`config.mk`:
```
export PLATFORM = sky130hd
export DESIGN_NAME = arb_register_bank
export DESIGN_NICKNAME = d
export VERILOG_FILES = /design/src/arb_pkg.sv /design/src/arb_sync2.sv /design/src/arb_sticky_flags.sv /design/src/arb_register_bank.sv
export VERILOG_INCLUDE_DIRS = /design/src /design/src/src
export SDC_FILE = /design/constraint.sdc
export NUM_CORES = 1
export LEC_CHECK = 0
export BUFFER_PORTS_ARGS = -buffer_cell sky130_fd_sc_hd__buf_2
export CAP_MARGIN = 20
export CORE_MARGIN = 8
export CORE_UTILIZATION = 35
export CTS_BUF_LIST = sky130_fd_sc_hd__clkbuf_4
export CTS_CLUSTER_SIZE = 8
export DETAILED_ROUTE_END_ITERATION = 10
export SYNTH_ARGS = -nofsm -noshare
export SYNTH_HDL_FRONTEND = slang
export SYNTH_HIERARCHICAL = 1
export SYNTH_SLANG_ARGS = --single-unit
```
`constraint.sdc`:
```
create_clock -name clk -period 21.1 [get_ports clk]
set_input_delay 5.275 -clock clk [delete_from_list [all_inputs] [get_ports clk]]
set_output_delay 5.275 -clock clk [all_outputs]
set_load 0.01 [all_outputs]
```
`src/arb_consts.svh`:
```
// Purpose : Offsets, reset values, masks and command codes of the register bank
// Assumes : Byte-wide registers, one register moved per command
// Notes   : Included by every design file that needs a number
//
// Overview of operation
// - Nineteen byte registers hold configuration and status.
// - One register byte moves per read/write command.
// - 00h-0Fh need converter select; 10h-12h amplifier select.
// - Changing rate, conversion or reference restarts conversion.
// - Identity register read-only: part code, revision.
// - Status bit 7 shows converter block write lock.
// - Status bit 6 latches converter CRC error; write-0 clears.
// - Amplifier lock and CRC error live in amplifier status.
// - Status bit 4 ORs all amplifier-side logged errors.
// - Status bit 3 flags low reference, refreshed each cycle.
// - Status bit 2 marks result new since read.
// - Status bit 1 shows external conversion clock in use.
// - Reset sets status bit 0; write 0 clears.
// - Reads outside implemented range return zero.
// - Locked block ignores writes but serves reads.
// - Read opcode 20h+address; write opcode 40h+address.
`ifndef ARB_CONSTS_SVH
`define ARB_CONSTS_SVH

// ----------------------------------------------------------------
// Register offsets
// ----------------------------------------------------------------
`define ARB_ADDR_ID         5'h00
`define ARB_ADDR_STATUS     5'h01
`define ARB_ADDR_RATE       5'h02
`define ARB_ADDR_CONV       5'h03
`define ARB_ADDR_GPIO       5'h04
`define ARB_ADDR_GPIOLVL    5'h05
`define ARB_ADDR_REF        5'h06
`define ARB_ADDR_OFC0       5'h07
`define ARB_ADDR_OFC1       5'h08
`define ARB_ADDR_OFC2       5'h09
`define ARB_ADDR_GAIN0      5'h0A
`define ARB_ADDR_GAIN1      5'h0B
`define ARB_ADDR_GAIN2      5'h0C
`define ARB_ADDR_IMUX       5'h0D
`define ARB_ADDR_IMAG       5'h0E
`define ARB_ADDR_RSVD       5'h0F
`define ARB_ADDR_AMPGAIN    5'h10
`define ARB_ADDR_ALARM      5'h11
`define ARB_ADDR_AMPBLK     5'h12

// ----------------------------------------------------------------
// Reset values and writable-bit masks
// ----------------------------------------------------------------
`define ARB_RST_RATE        8'h24
`define ARB_RST_CONV        8'h01
`define ARB_RST_REF         8'h05
`define ARB_RST_GAIN2       8'h40
`define ARB_RST_IMUX        8'hFF
`define ARB_RST_AMPGAIN     8'h50
`define ARB_MASK_CONV       8'h3F
`define ARB_MASK_GPIOLVL    8'h4F
`define ARB_MASK_REF        8'h1F
`define ARB_MASK_AMPGAIN    8'h7F
`define ARB_MASK_ALL        8'hFF

// ----------------------------------------------------------------
// Field positions and command codes
// ----------------------------------------------------------------
`define ARB_ST_CRC_BIT      3'd6
`define ARB_ST_RESET_BIT    3'd0
`define ARB_BLK_CRC_BIT     3'd4
`define ARB_OP_GROUP_MASK   8'hE0
`define ARB_OP_READ         8'h20
`define ARB_OP_WRITE        8'h40
`define ARB_OP_LOCK         8'hF2
`define ARB_OP_UNLOCK       8'hF5
`define ARB_OP_RESET        8'h06

`endif

```
`src/arb_pkg.sv`:
```
// Purpose : Types shared by the register bank modules
// Assumes : Constants live in arb_consts.svh
// Notes   : Whole module state is one packed struct
package arb_pkg;

  typedef enum logic [2:0]
  {
    PH_IDLE  = 3'b001,
    PH_EXEC  = 3'b010,
    PH_REPLY = 3'b100
  } arb_phase_t;

  typedef struct packed {
    arb_phase_t       phase;
    logic [7:0]       opcode;
    logic [7:0]       wdata;
    logic             crcBad;
    logic             onConv;
    logic             onAmp;
    logic [18:0][7:0] regs;
    logic             convLock;
    logic             ampLock;
    logic             crcConv;
    logic             crcAmp;
    logic             resetSeen;
    logic             newResult;
    logic             refLow;
    logic             restart;
    logic [7:0]       rspData;
  } arb_state_t;

endpackage : arb_pkg

```
`src/arb_sync2.sv`:
```
// Purpose : Two-stage synchroniser for pin levels
// Assumes : Inputs are slow levels, not pulses
// Notes   : First stage feeds only the second stage
`timescale 1ns/1ps
module arb_sync2 #(
  parameter int               WIDTH       = 2,
  parameter logic [WIDTH-1:0] RESET_VALUE = '1
) (
  // Clock and reset
  input  wire logic             clk,
  input  wire logic             reset,
  // Levels
  input  wire logic [WIDTH-1:0] asyncIn,
  output logic      [WIDTH-1:0] syncOut
);

  typedef struct packed {
    logic [WIDTH-1:0] stage1;
    logic [WIDTH-1:0] stage2;
  } arb_sync_state_t;

  arb_sync_state_t syncState_reg;
  arb_sync_state_t syncState_next;

  always_comb
  begin
    syncState_next        = syncState_reg;
    syncState_next.stage1 = asyncIn;
    syncState_next.stage2 = syncState_reg.stage1;
  end

  always_ff @(posedge clk or posedge reset)
  begin
    if (reset)
      syncState_reg <= '{stage1: RESET_VALUE, stage2: RESET_VALUE};
    else
      syncState_reg <= syncState_next;
  end

  assign syncOut = syncState_reg.stage2;

endmodule : arb_sync2

```
`src/arb_sticky_flags.sv`:
```
// Purpose : Per-bit sticky event flags
// Assumes : Set and clear are one-cycle pulses or levels on clk
// Notes   : A set in the clearing cycle wins, so no event is lost
`timescale 1ns/1ps
module arb_sticky_flags #(
  parameter int WIDTH = 8
) (
  // Clock and reset
  input  wire logic             clk,
  input  wire logic             reset,
  // Events and clears
  input  wire logic [WIDTH-1:0] setIn,
  input  wire logic [WIDTH-1:0] clearIn,
  output logic      [WIDTH-1:0] flags
);

  typedef struct packed {
    logic [WIDTH-1:0] flags;
  } arb_sticky_state_t;

  arb_sticky_state_t stickyState_reg;
  arb_sticky_state_t stickyState_next;
  logic [WIDTH-1:0]  bitNext;

  genvar i;
  generate
    for (i = 0; i < WIDTH; i++)
    begin : g_bit
      assign bitNext[i] = setIn[i] | (stickyState_reg.flags[i] & ~clearIn[i]);
    end
  endgenerate

  always_comb
  begin
    stickyState_next       = stickyState_reg;
    stickyState_next.flags = bitNext;
  end

  always_ff @(posedge clk or posedge reset)
  begin
    if (reset)
      stickyState_reg <= '0;
    else
      stickyState_reg <= stickyState_next;
  end

  assign flags = stickyState_reg.flags;

endmodule : arb_sticky_flags

```
`src/arb_register_bank.sv`:
```
// Purpose : Register bank of a delta-sigma converter with a gain amplifier
// Assumes : A serial front end hands over one checked command at a time
// Notes   : Two chip selects split the map into converter and amplifier blocks
`timescale 1ns/1ps
`include "arb_consts.svh"
module arb_register_bank #(
  parameter logic [3:0] PART_CODE = 4'h5, // Arbitrary value
  parameter logic [3:0] REV_LOW   = 4'h1, // Arbitrary value
  parameter logic [3:0] REV_HIGH  = 4'h2  // Arbitrary value
) (
  // Clock and reset
  input  wire logic        clk,
  input  wire logic        reset,
  // Chip select pins, active low
  input  wire logic        converterSelectN,
  input  wire logic        amplifierSelectN,
  // Command from the serial front end
  input  wire logic        cmdValid,
  output logic             cmdReady,
  input  wire logic [7:0]  cmdOpcode,
  input  wire logic [7:0]  cmdData,
  input  wire logic        cmdCrcError,
  // Answer to the serial front end
  output logic             rspValid,
  output logic [7:0]       rspData,
  // Converter and monitor events
  input  wire logic        resultReady,
  input  wire logic        resultRead,
  input  wire logic        cycleStart,
  input  wire logic        referenceLow,
  input  wire logic        externalClock,
  input  wire logic [7:0]  ampAlarm,
  // Configuration to the converter and amplifier
  output logic [7:0]       rateFilterConfig,
  output logic [7:0]       conversionConfig,
  output logic [7:0]       gpioSetup,
  output logic [7:0]       gpioLevelStatusEnable,
  output logic [7:0]       referenceConfig,
  output logic [23:0]      offsetCal,
  output logic [23:0]      gainCal,
  output logic [7:0]       excitationRoute,
  output logic [7:0]       excitationLevel,
  output logic [7:0]       ampInputGainConfig,
  // Status to the rest of the device
  output logic             conversionRestart,
  output logic             converterLockFlag,
  output logic             amplifierLockFlag,
  output logic             aggregateErrorFlag
);

  // ----------------------------------------------------------------
  // Reset image
  // ----------------------------------------------------------------
  function automatic arb_pkg::arb_state_t resetState();
    arb_pkg::arb_state_t st;
    st                         = '0;
    st.phase                   = arb_pkg::PH_IDLE;
    st.regs[`ARB_ADDR_RATE]    = `ARB_RST_RATE;
    st.regs[`ARB_ADDR_CONV]    = `ARB_RST_CONV;
    st.regs[`ARB_ADDR_REF]     = `ARB_RST_REF;
    st.regs[`ARB_ADDR_GAIN2]   = `ARB_RST_GAIN2;
    st.regs[`ARB_ADDR_IMUX]    = `ARB_RST_IMUX;
    st.regs[`ARB_ADDR_AMPGAIN] = `ARB_RST_AMPGAIN;
    st.resetSeen               = 1'b1;
    return st;
  endfunction : resetState

  localparam arb_pkg::arb_state_t RESET_STATE = resetState();

  // Reserved bits never take a written one
  function automatic logic [7:0] writeMask(input logic [4:0] addr);
    case (addr)
      `ARB_ADDR_CONV:    writeMask = `ARB_MASK_CONV;
      `ARB_ADDR_GPIOLVL: writeMask = `ARB_MASK_GPIOLVL;
      `ARB_ADDR_REF:     writeMask = `ARB_MASK_REF;
      `ARB_ADDR_AMPGAIN: writeMask = `ARB_MASK_AMPGAIN;
      default:           writeMask = `ARB_MASK_ALL;
    endcase
  endfunction : writeMask

  arb_pkg::arb_state_t s_reg;
  arb_pkg::arb_state_t s_next;
  logic [1:0]          selSync;
  logic [7:0]          alarmFlags;
  logic                alarmClear;
  logic [7:0]          mainStatus;
  logic [7:0]          rdVal;
  logic [4:0]          addr;
  logic                isRead;
  logic                isWrite;
  logic                inConv;
  logic                inAmp;

  // ----------------------------------------------------------------
  // Pin synchroniser and amplifier alarm log
  // ----------------------------------------------------------------
  arb_sync2 #(
    .WIDTH       (2),
    .RESET_VALUE (2'b11)
  ) u_selSync (
    .clk     (clk),
    .reset   (reset),
    .asyncIn ({amplifierSelectN, converterSelectN}),
    .syncOut (selSync)
  );

  // Alarms stay logged until the alarm register is read
  arb_sticky_flags #(
    .WIDTH (8)
  ) u_alarmLog (
    .clk     (clk),
    .reset   (reset),
    .setIn   (ampAlarm),
    .clearIn ({8{alarmClear}}),
    .flags   (alarmFlags)
  );

  // ----------------------------------------------------------------
  // Decode of the held command
  // ----------------------------------------------------------------
  assign addr    = s_reg.opcode[4:0];
  assign isRead  = (s_reg.opcode & `ARB_OP_GROUP_MASK) == `ARB_OP_READ;
  assign isWrite = (s_reg.opcode & `ARB_OP_GROUP_MASK) == `ARB_OP_WRITE;
  assign inConv  = s_reg.onConv && addr <= `ARB_ADDR_RSVD;
  assign inAmp   = s_reg.onAmp && addr >= `ARB_ADDR_AMPGAIN
                   && addr <= `ARB_ADDR_AMPBLK;

  assign aggregateErrorFlag = (|alarmFlags) | s_reg.crcAmp;
  assign mainStatus = {s_reg.convLock, s_reg.crcConv, 1'b0, aggregateErrorFlag,
                       s_reg.refLow, s_reg.newResult, externalClock,
                       s_reg.resetSeen};

  // ----------------------------------------------------------------
  // Read multiplexer
  // ----------------------------------------------------------------
  always_comb
  begin
    case (addr)
      `ARB_ADDR_ID:     rdVal = {PART_CODE, REV_LOW};
      `ARB_ADDR_STATUS: rdVal = mainStatus;
      `ARB_ADDR_RSVD:   rdVal = 8'h00;
      `ARB_ADDR_ALARM:  rdVal = alarmFlags;
      `ARB_ADDR_AMPBLK: rdVal = {2'b00, s_reg.ampLock, s_reg.crcAmp, REV_HIGH};
      default:          rdVal = s_reg.regs[addr];
    endcase
  end

  // ----------------------------------------------------------------
  // Command sequencer and flags
  // ----------------------------------------------------------------
  always_comb
  begin
    logic [7:0] wval;
    logic       setCrcConv;
    logic       setCrcAmp;
    logic       clrCrcConv;
    logic       clrCrcAmp;
    logic       clrReset;
    logic       setReset;
    wval       = 8'h00;
    setCrcConv = 1'b0;
    setCrcAmp  = 1'b0;
    clrCrcConv = 1'b0;
    clrCrcAmp  = 1'b0;
    clrReset   = 1'b0;
    setReset   = 1'b0;
    alarmClear = 1'b0;
    s_next         = s_reg;
    s_next.restart = 1'b0;
    case (s_reg.phase)
      arb_pkg::PH_IDLE:
      begin
        if (cmdValid)
        begin
          s_next.phase  = arb_pkg::PH_EXEC;
          s_next.opcode = cmdOpcode;
          s_next.wdata  = cmdData;
          s_next.crcBad = cmdCrcError;
          // Converter select wins if both are low
          s_next.onConv = !selSync[0];
          s_next.onAmp  = selSync[0] && !selSync[1];
        end
      end
      arb_pkg::PH_EXEC:
      begin
        s_next.phase   = arb_pkg::PH_REPLY;
        s_next.rspData = 8'h00;
        if (s_reg.crcBad)
        begin
          // A command that failed its check has no other effect
          setCrcConv = s_reg.onConv;
          setCrcAmp  = s_reg.onAmp;
        end
        else if (isRead && (inConv || inAmp))
        begin
          s_next.rspData = rdVal;
          alarmClear     = inAmp && addr == `ARB_ADDR_ALARM;
        end
        else if (isWrite && ((inConv && !s_reg.convLock) || (inAmp && !s_reg.ampLock)))
        begin
          wval = s_reg.wdata & writeMask(addr);
          case (addr)
            `ARB_ADDR_STATUS:
            begin
              clrCrcConv = !s_reg.wdata[`ARB_ST_CRC_BIT];
              clrReset   = !s_reg.wdata[`ARB_ST_RESET_BIT];
            end
            `ARB_ADDR_AMPBLK:
            begin
              clrCrcAmp = !s_reg.wdata[`ARB_BLK_CRC_BIT];
            end
            `ARB_ADDR_ID, `ARB_ADDR_RSVD, `ARB_ADDR_ALARM:
            begin
              wval = 8'h00;
            end
            default:
            begin
              s_next.regs[addr] = wval;
              if ((addr == `ARB_ADDR_RATE || addr == `ARB_ADDR_CONV
                   || addr == `ARB_ADDR_REF) && wval != s_reg.regs[addr])
                s_next.restart = 1'b1;
            end
          endcase
        end
        else if (s_reg.opcode == `ARB_OP_LOCK || s_reg.opcode == `ARB_OP_UNLOCK)
        begin
          if (s_reg.onConv)
            s_next.convLock = s_reg.opcode == `ARB_OP_LOCK;
          if (s_reg.onAmp)
            s_next.ampLock = s_reg.opcode == `ARB_OP_LOCK;
        end
        else if (s_reg.opcode == `ARB_OP_RESET && s_reg.onConv)
        begin
          // Command reset restores the register array, locks and CRC flags; alarm log, new-result and low-reference flags keep their state
          s_next.regs     = RESET_STATE.regs;
          s_next.convLock = 1'b0;
          s_next.ampLock  = 1'b0;
          s_next.restart  = 1'b1;
          clrCrcConv      = 1'b1;
          clrCrcAmp       = 1'b1;
          setReset        = 1'b1;
        end
      end
      arb_pkg::PH_REPLY:
      begin
        s_next.phase = arb_pkg::PH_IDLE;
      end
      default:
      begin
        s_next.phase = arb_pkg::PH_IDLE;
      end
    endcase
    // Every event flag lets its set win over a same-cycle clear
    s_next.crcConv   = setCrcConv | (s_reg.crcConv & ~clrCrcConv);
    s_next.crcAmp    = setCrcAmp | (s_reg.crcAmp & ~clrCrcAmp);
    s_next.resetSeen = setReset | (s_reg.resetSeen & ~clrReset);
    s_next.newResult = resultReady | (s_reg.newResult & ~resultRead);
    s_next.refLow    = referenceLow | (s_reg.refLow & ~cycleStart);
  end

  always_ff @(posedge clk or posedge reset)
  begin
    if (reset)
      s_reg <= RESET_STATE;
    else
      s_reg <= s_next;
  end

  // ----------------------------------------------------------------
  // Outputs
  // ----------------------------------------------------------------
  assign cmdReady              = s_reg.phase == arb_pkg::PH_IDLE;
  assign rspValid              = s_reg.phase == arb_pkg::PH_REPLY;
  assign rspData               = s_reg.rspData;
  assign conversionRestart     = s_reg.restart;
  assign converterLockFlag     = s_reg.convLock;
  assign amplifierLockFlag     = s_reg.ampLock;
  assign rateFilterConfig      = s_reg.regs[`ARB_ADDR_RATE];
  assign conversionConfig      = s_reg.regs[`ARB_ADDR_CONV];
  assign gpioSetup             = s_reg.regs[`ARB_ADDR_GPIO];
  assign gpioLevelStatusEnable = s_reg.regs[`ARB_ADDR_GPIOLVL];
  assign referenceConfig       = s_reg.regs[`ARB_ADDR_REF];
  assign offsetCal             = {s_reg.regs[`ARB_ADDR_OFC2], s_reg.regs[`ARB_ADDR_OFC1],
                                  s_reg.regs[`ARB_ADDR_OFC0]};
  assign gainCal               = {s_reg.regs[`ARB_ADDR_GAIN2], s_reg.regs[`ARB_ADDR_GAIN1],
                                  s_reg.regs[`ARB_ADDR_GAIN0]};
  assign excitationRoute       = s_reg.regs[`ARB_ADDR_IMUX];
  assign excitationLevel       = s_reg.regs[`ARB_ADDR_IMAG];
  assign ampInputGainConfig    = s_reg.regs[`ARB_ADDR_AMPGAIN];
endmodule : arb_register_bank

```
==> metrics.cfg, run 1 <==
[worst_setup_path]
slowest_delay_ps = 400
reg2reg_depth = 9
reg2reg_slack_ps = 17060
cp_cell_sequence = nor4_1 -> nand3_1 -> buf_2
cp_slowest_cell = dfrtp_1
crit_path_end_kind = primary output
path_delay_family = simple AND/OR/NAND/NOR gates
regToRegEndpoint = referenceConfig[4]$_DFFE_PP0P_
start_kind = flop
worstPathArrival_ps = 1610
r2r_start = addr[1]$_DFFE_PP0P_
critical_path_class = reg2out
cp_num_buf_inv = 1
crit_required_ps = 15830
cp_max_fo = 3
cp-startpoint = u_alarmLog/flags[0]$_DFF_PP0_

[final_layout]
drive_above_1_share_pct = 33.8
syn_to_final_growth_pct = 9.30
fin_util_pct = 38.9
num-fill-cells = 2869
largest_reg_flops = 58
num-nets-final = 1036
final_area_um2 = 11200

[global_route]
grt_max_degree = 121
grt_pass1_wl_um = 47800
grt_pass1_vias = 7611
grtUsageTotal_pct = 17.5
antenna_found_initial = 2
grt-ovfl-total = 0

[yosys]
postSynthAreaPerCell_um2 = 10.9
synth-simple-area-share_pct = 12.0
synth_nets = 976
ys_ff_latch = 202
ys_warn_count = 6
synthCells = 941
synthAdderAreaFrac_pct = 0
yosys_most_used_dff = dfrtp_1
async_flop_share_pct = 100
synth_xor_area_share_pct = 0.686
ys_seq_area_share_pct = 49.8
syn_area_um2 = 10200
synth.distinct_cells = 69
muxShareOfSynthArea_pct = 10.2
synth_edf_count = 0
synth_top_family_by_area = compound AO/OA/AOI/OAI gates
synth_compound_area_share_pct = 14.9

[power_and_ir_drop]
peakVddDrop_mv = 0.0626
intPower_mw = 0.743
leakagePower_nw = 5.25
share_seq_of_total_power_pct = 40.8
p_clk_share_pct = 30.4
pwr-share-comb_pct = 28.8
sw_frac_of_total_pct = 36.9
power_density_nw_per_um2 = 106
p_switching_mw = 0.435

[timing]
timing.final.crit_share_pct = 32.6
fin_setup_tns_ps = 0
fin_ws_ps = 14210
worst_slew_pin_slew_ps = 988
max_freq_mhz = 145
hold_viol_final = 0
rsz0062_at_grt = no
setup_viol = 0
final_max_slew_viol_count = 0
fin_skew_ps = 46.3
maxSlewHeadroom_pct = 34.1
period_needed_ps = 6890

[cts]
clock_path_buffers = 3
ctsHoldBuffers = 0
clk_pin_slew_ps = 60
cts-root-buf = clkbuf_4
cts.sinks = 202
clk_latency_ps = 690
htree_levels = 2
cts_setup_buffers = 0
cts_resized = 0
tritoncts = built
cts_made_buffers = 52

[floorplanning]
dieWidth_um = 187
core.rowCount = 62
start_util_pct = 35.6
die_y_um = 187
die_area_um2 = 34900
core_area_um2 = 28700
ioPinCount = 161

[placement]
gp_congestion = 0.875
io_buffers = 160
dpl.hpwl_um = 22400
place_area_um2 = 10400
pre_cts_ws_ps = 14000

[detailed_routing]
drc = 0
drtIter0Drc = 715
wire_per_inst_um = 22.1
routed-via-count = 7540
dr.pass1.iters = 5
drt-total-wl_um = 31500
vias_per_cell = 5.29
final_antenna_net_count = 0

[hold_path]
min_path_cells = 0
hold_path.class = reg2reg
min_to = u_selSync/syncOut[1]$_DFF_PP1_
holdCritStartpoint = u_selSync/syncState_next[1]$_DFF_PP1_

[run_status]
status = finished clean

[run]
drv_cap = 0

## how the worst max path moves through the flow
stage | end | slack [ps] | cells after the start
3_5_place_dp | addr[0]$_DFFE_PP0P_ | 14000 | 3
5_1_grt | aggregateErrorFlag | 14060 | 3
6_report | aggregateErrorFlag | 14210 | 3
3_3_place_gp | addr[0]$_DFFE_PP0P_ | 13990 | 3
4_1_cts | aggregateErrorFlag | 14180 | 3
2_1_floorplan | addr[0]$_DFFE_PP0P_ | 10680 | 1
## layout by cell type (no fill, tap or decap), types with 24 or more instances in the layout
cell type  instances
inv_1             24
nor2_1            32
nand2_1           88
mux2i_1           37
clkbuf_4          90
buf_2            160
a22o_1            50
dfrtp_1          178
and2_1            52
o21ai_0           64
## metrics by stage
stage	hold WS [ps]	instances	power, mW
CTS	356	1422	1.18
detailed placement	347	1329	0.823
global route	360	1425	1.24
floorplan	345	941	0.724
finish	354	1426	1.18
global placement	346	1329	0.821
## area by class of cell
type,instances,area (um2),area share (%)
tap,384,480,4.30
clock inverter,4,46.3,0.415
multi-input combinational,545,3870,34.6
clock buffer,89,668,5.98
timing repair buffer,173,902,8.08
sequential,202,5090,45.6
antenna,2,5.00,0.0448
inverter,27,109,0.975
## cell usage after synthesis (3+ instances only)
master	count	share of area, %
dfrtp_1	180	44
buf_4	130	9.6
nand2_1	88	3.2
o21ai_0	64	3.1
and2_1	52	3.2
a22o_1	50	4.3
mux2i_1	37	3.6
nor2_1	32	1.2
inv_1	25	0.92
a21oi_1	23	1.1
dfstp_2	22	5.7
mux2_2	20	2.2
mux4_2	20	4.4
nor3_1	19	0.93
clkbuf_1	18	0.66
buf_2	13	0.64
a21o_1	10	0.73
o21ai_2	9	0.77
nand3_1	8	0.39
nor2b_1	7	0.43
o22ai_1	6	0.37
xnor2_1	6	0.51
a22oi_1	5	0.37
nor3b_1	5	0.37
nor4_1	5	0.31
o211ai_1	5	0.37
o21ai_1	5	0.24
a32o_1	4	0.39
and3_1	4	0.24
o22a_1	4	0.34
a211oi_1	3	0.22
a222oi_1	3	0.29
buf_6	3	0.33
nand2b_1	3	0.18
nor2_2	3	0.18
or2_1	3	0.18
## logic make-up after synthesis
logic type | Yosys count
compound gates | 217
buf+inv | 194
simple gates | 243
flops | 202
mux | 77
xor+xnor | 8
## power by group through the flow
stage / sequential, mW / combinational (mW) / clock, mW
after floorplan: 0.448 / 0.276 / 0
after global placement: 0.487 / 0.334 / 0
after detailed placement: 0.488 / 0.335 / 0
after CTS: 0.481 / 0.335 / 0.367
after global routing: 0.486 / 0.362 / 0.387
final: 0.481 / 0.339 / 0.358
## metal layers
layer | track usage [%] | vias up | wire length [um]
li1 | - | 3375 | -
met1 | 22.7 | 3773 | 13400
met2 | 27.3 | 324 | 14400
met3 | 5.29 | 68 | 2550
met4 | 6.57 | 0 | 1040
met5 | 0 | - | 0
## worst reg2reg max path, delay by kind of cell (launching register included)
family,cells,cell delay [ps]
AND/OR/NAND/NOR,3,1070
flip-flops,1,350
AO/OA/AOI/OAI,4,1800
buffers and inverters,2,770
No activity file was read; power rests on OpenSTA's default activity.
==> run 2: changes to the inputs <==
- ABC_AREA: default -> 1
- clock period: 21.1 -> 5.7 ns (I/O delays scaled with it)
==> run 2 against run 1 <==
  * Sequential power rose to 3.7 times the previous value
  * Register-to-register slack got worse by 15000 ps
  * Die area is 3.5% higher
  * Total power grew to 4.2 times the previous value
  * Sequential share of layout area decreased by 1.6 points
  * Largest cell class unchanged
  * Routed wire length increased by 9.3%
  * Via count rose by 19%
  * Critical endpoint is now gpioSetup[3]$_DFFE_PP0P_
==> metrics.cfg, run 2 <==
[worst_setup_path]
worstPathArrival_ps = 4440
reg2reg_depth = 13
critical_path_class = reg2reg
cp_max_fo = 21
crit_required_ps = 6250
cp_slowest_cell = inv_2
crit_path_end_kind = flop
path_delay_family = simple AND/OR/NAND/NOR gates
cp_cell_sequence = inv_1 -> nand2_4 -> nor2_4 -> nand3_1 -> o21ai_0 -> and2_2 -> nor2_2 -> nor2_4 -> nand2_4 -> inv_2 -> o21ai_1 -> nand2_1 -> o21ai_1
slowest_delay_ps = 580
start_kind = flop
path_depth = 13
cp_num_buf_inv = 2

[timing]
timing.final.crit_share_pct = 68.3
maxSlewHeadroom_pct = 33.4
fin_skew_ps = 77.7
setup_viol = 0
max_freq_mhz = 257
fin_ws_ps = 1810
hold_viol_final = 0
rsz0062_at_grt = no
fin_setup_tns_ps = 0
period_needed_ps = 3890
final_max_slew_viol_count = 0
worst_slew_pin_slew_ps = 999

[yosys]
synth_area_leaders = dfrtp_1 (42%), nand2_1 (13%), buf_4 (8.8%), dfstp_2 (5.5%), inv_1 (5.4%)
synth_top_cell_by_area = dfrtp_1
ys_ff_latch = 202
async_flop_share_pct = 100
synth_top_area_share_pct = 42.5
ys_warn_count = 6
synth.distinct_cells = 49
synth.most_common_cell = nand2_1
synth_edf_count = 0
ys_seq_area_share_pct = 47.9
synthCells = 1331
synth_nets = 1366
yosys_most_used_dff = dfrtp_1
syn_area_um2 = 10600
postSynthAreaPerCell_um2 = 7.97
synthTopCellsByCount = nand2_1 (360), dfrtp_1 (180), inv_1 (153)

[cts]
cts-root-buf = clkbuf_4
clk_latency_ps = 710
clock_path_buffers = 3
cts_setup_buffers = 0
clk_pin_slew_ps = 70
cts_resized = 0
cts.sinks = 202
tritoncts = built
ctsHoldBuffers = 0
htree_levels = 2
cts_made_buffers = 54

[detailed_routing]
wire_per_inst_um = 18.9
drtIter0Drc = 789
final_antenna_net_count = 0
wl_met2_um = 15700
drt-total-wl_um = 34400
wl_met1_um = 14700
top_layer_used = met5
routed-via-count = 8960
vias_per_cell = 4.92
drc = 0
dr.pass1.iters = 5
dr_wl_met3_um = 2860

[placement]
io_buffers = 160
gp_congestion = 0.881
pre_cts_ws_ps = 1390
dpl.hpwl_um = 24800

[floorplanning]
start_util_pct = 35.7
die_y_um = 190
dieWidth_um = 190
core_area_um2 = 29700
core.rowCount = 63
ioPinCount = 161
die_area_um2 = 36100

[final_layout]
final_cell_mix = nand2_1 (360), dfrtp_1 (180), buf_2 (160)
largest_reg_flops = 58
num-nets-final = 1427
layout_commonest_cell = nand2_1
syn_to_final_growth_pct = 9.04
n_antenna_cell = 0
drive_above_1_share_pct = 23.2

[power_and_ir_drop]
peakVddDrop_mv = 0.214
leakagePower_nw = 5.93
power_density_nw_per_um2 = 431

[global_route]
grt_max_degree = 75
grt-ovfl-total = 0
grtUsageTotal_pct = 18.8
antenna_found_initial = 1
grt_pass1_vias = 8901
grt_pass1_wl_um = 52800

[run]
drv_cap = 0

[run_status]
status = finished clean

[hold_path]
min_path_cells = 0
hold_path.class = reg2reg

run 2: worst paths after layout:
check / start / slack (ps) / end
worst max-delay path: addr[2]$_DFFE_PP0P_ / 1810 / gpioSetup[3]$_DFFE_PP0P_
worst min-delay path: u_selSync/syncState_next[0]$_DFF_PP1_ / 360 / u_selSync/syncOut[0]$_DFF_PP1_
worst max register to register: addr[2]$_DFFE_PP0P_ / 1810 / gpioSetup[3]$_DFFE_PP0P_
worst min register to register: u_selSync/syncState_next[0]$_DFF_PP1_ / 360 / u_selSync/syncOut[0]$_DFF_PP1_
max in group asynchronous: reset / 4140 / s_reg[20]$_DFFE_PP0P_
min in group asynchronous: reset / 650 / rspData[6]$_DFFE_PP0P_
run 2: worst register-to-register path, cell delays in order, from the launching register on:
cell and delay [ps]:
dfrtp_1 500, inv_1 360, nand2_4 130, nor2_4 280
nand3_1 180, o21ai_0 160, and2_2 460, nor2_2 110
nor2_4 160, nand2_4 200, inv_2 590, o21ai_1 390
nand2_1 150, o21ai_1 70
run 2: per-layer routing:
layer	GRT usage, %	up-vias
met5	0	-
met4	6.95	2
met3	4.94	86
met2	29.5	379
met1	24.6	4241
li1	-	4252
run 2: layout make-up:
cell class	count	area [um2]
well taps	390	488
flip-flops and latches	202	5080
multi-input cells	800	3770
inverters	161	611
fillers	3135	18200
repair buffers	173	936
clock buffers	84	631
clock inverters	11	50.0
run 2: per-stage QoR:
| stage | hold slack, ps | cells | power [mW] | instance area, um2 | util, % |
|---|---|---|---|---|---|
| after global routing | 364 | 1821 | 5.28 | 11600 | 38.9 |
| final | 356 | 1821 | 4.98 | 11600 | 38.9 |
| after detailed placement | 347 | 1725 | 3.70 | 10900 | 36.6 |
| after floorplan | 345 | 1331 | 3.08 | 10600 | - |
| after CTS | 357 | 1820 | 4.99 | 11500 | 38.8 |
| after global placement | 346 | 1725 | 3.69 | 10900 | 36.6 |
run 2: power breakdown:
| group | switching [mW] | total (mW) | internal [mW] |
|---|---|---|---|
| clock network | 0.610 | 1.28 | 0.665 |
| logic | 1.44 | 1.91 | 0.471 |
| registers | 0.161 | 1.79 | 1.63 |
| total | 2.21 | 4.98 | 2.77 |
run 2: logic make-up after synthesis:
group | share of synthesized area [%]
flops | 47.9
buf+inv | 16.6
compound gates | 11.4
simple gates | 24.1
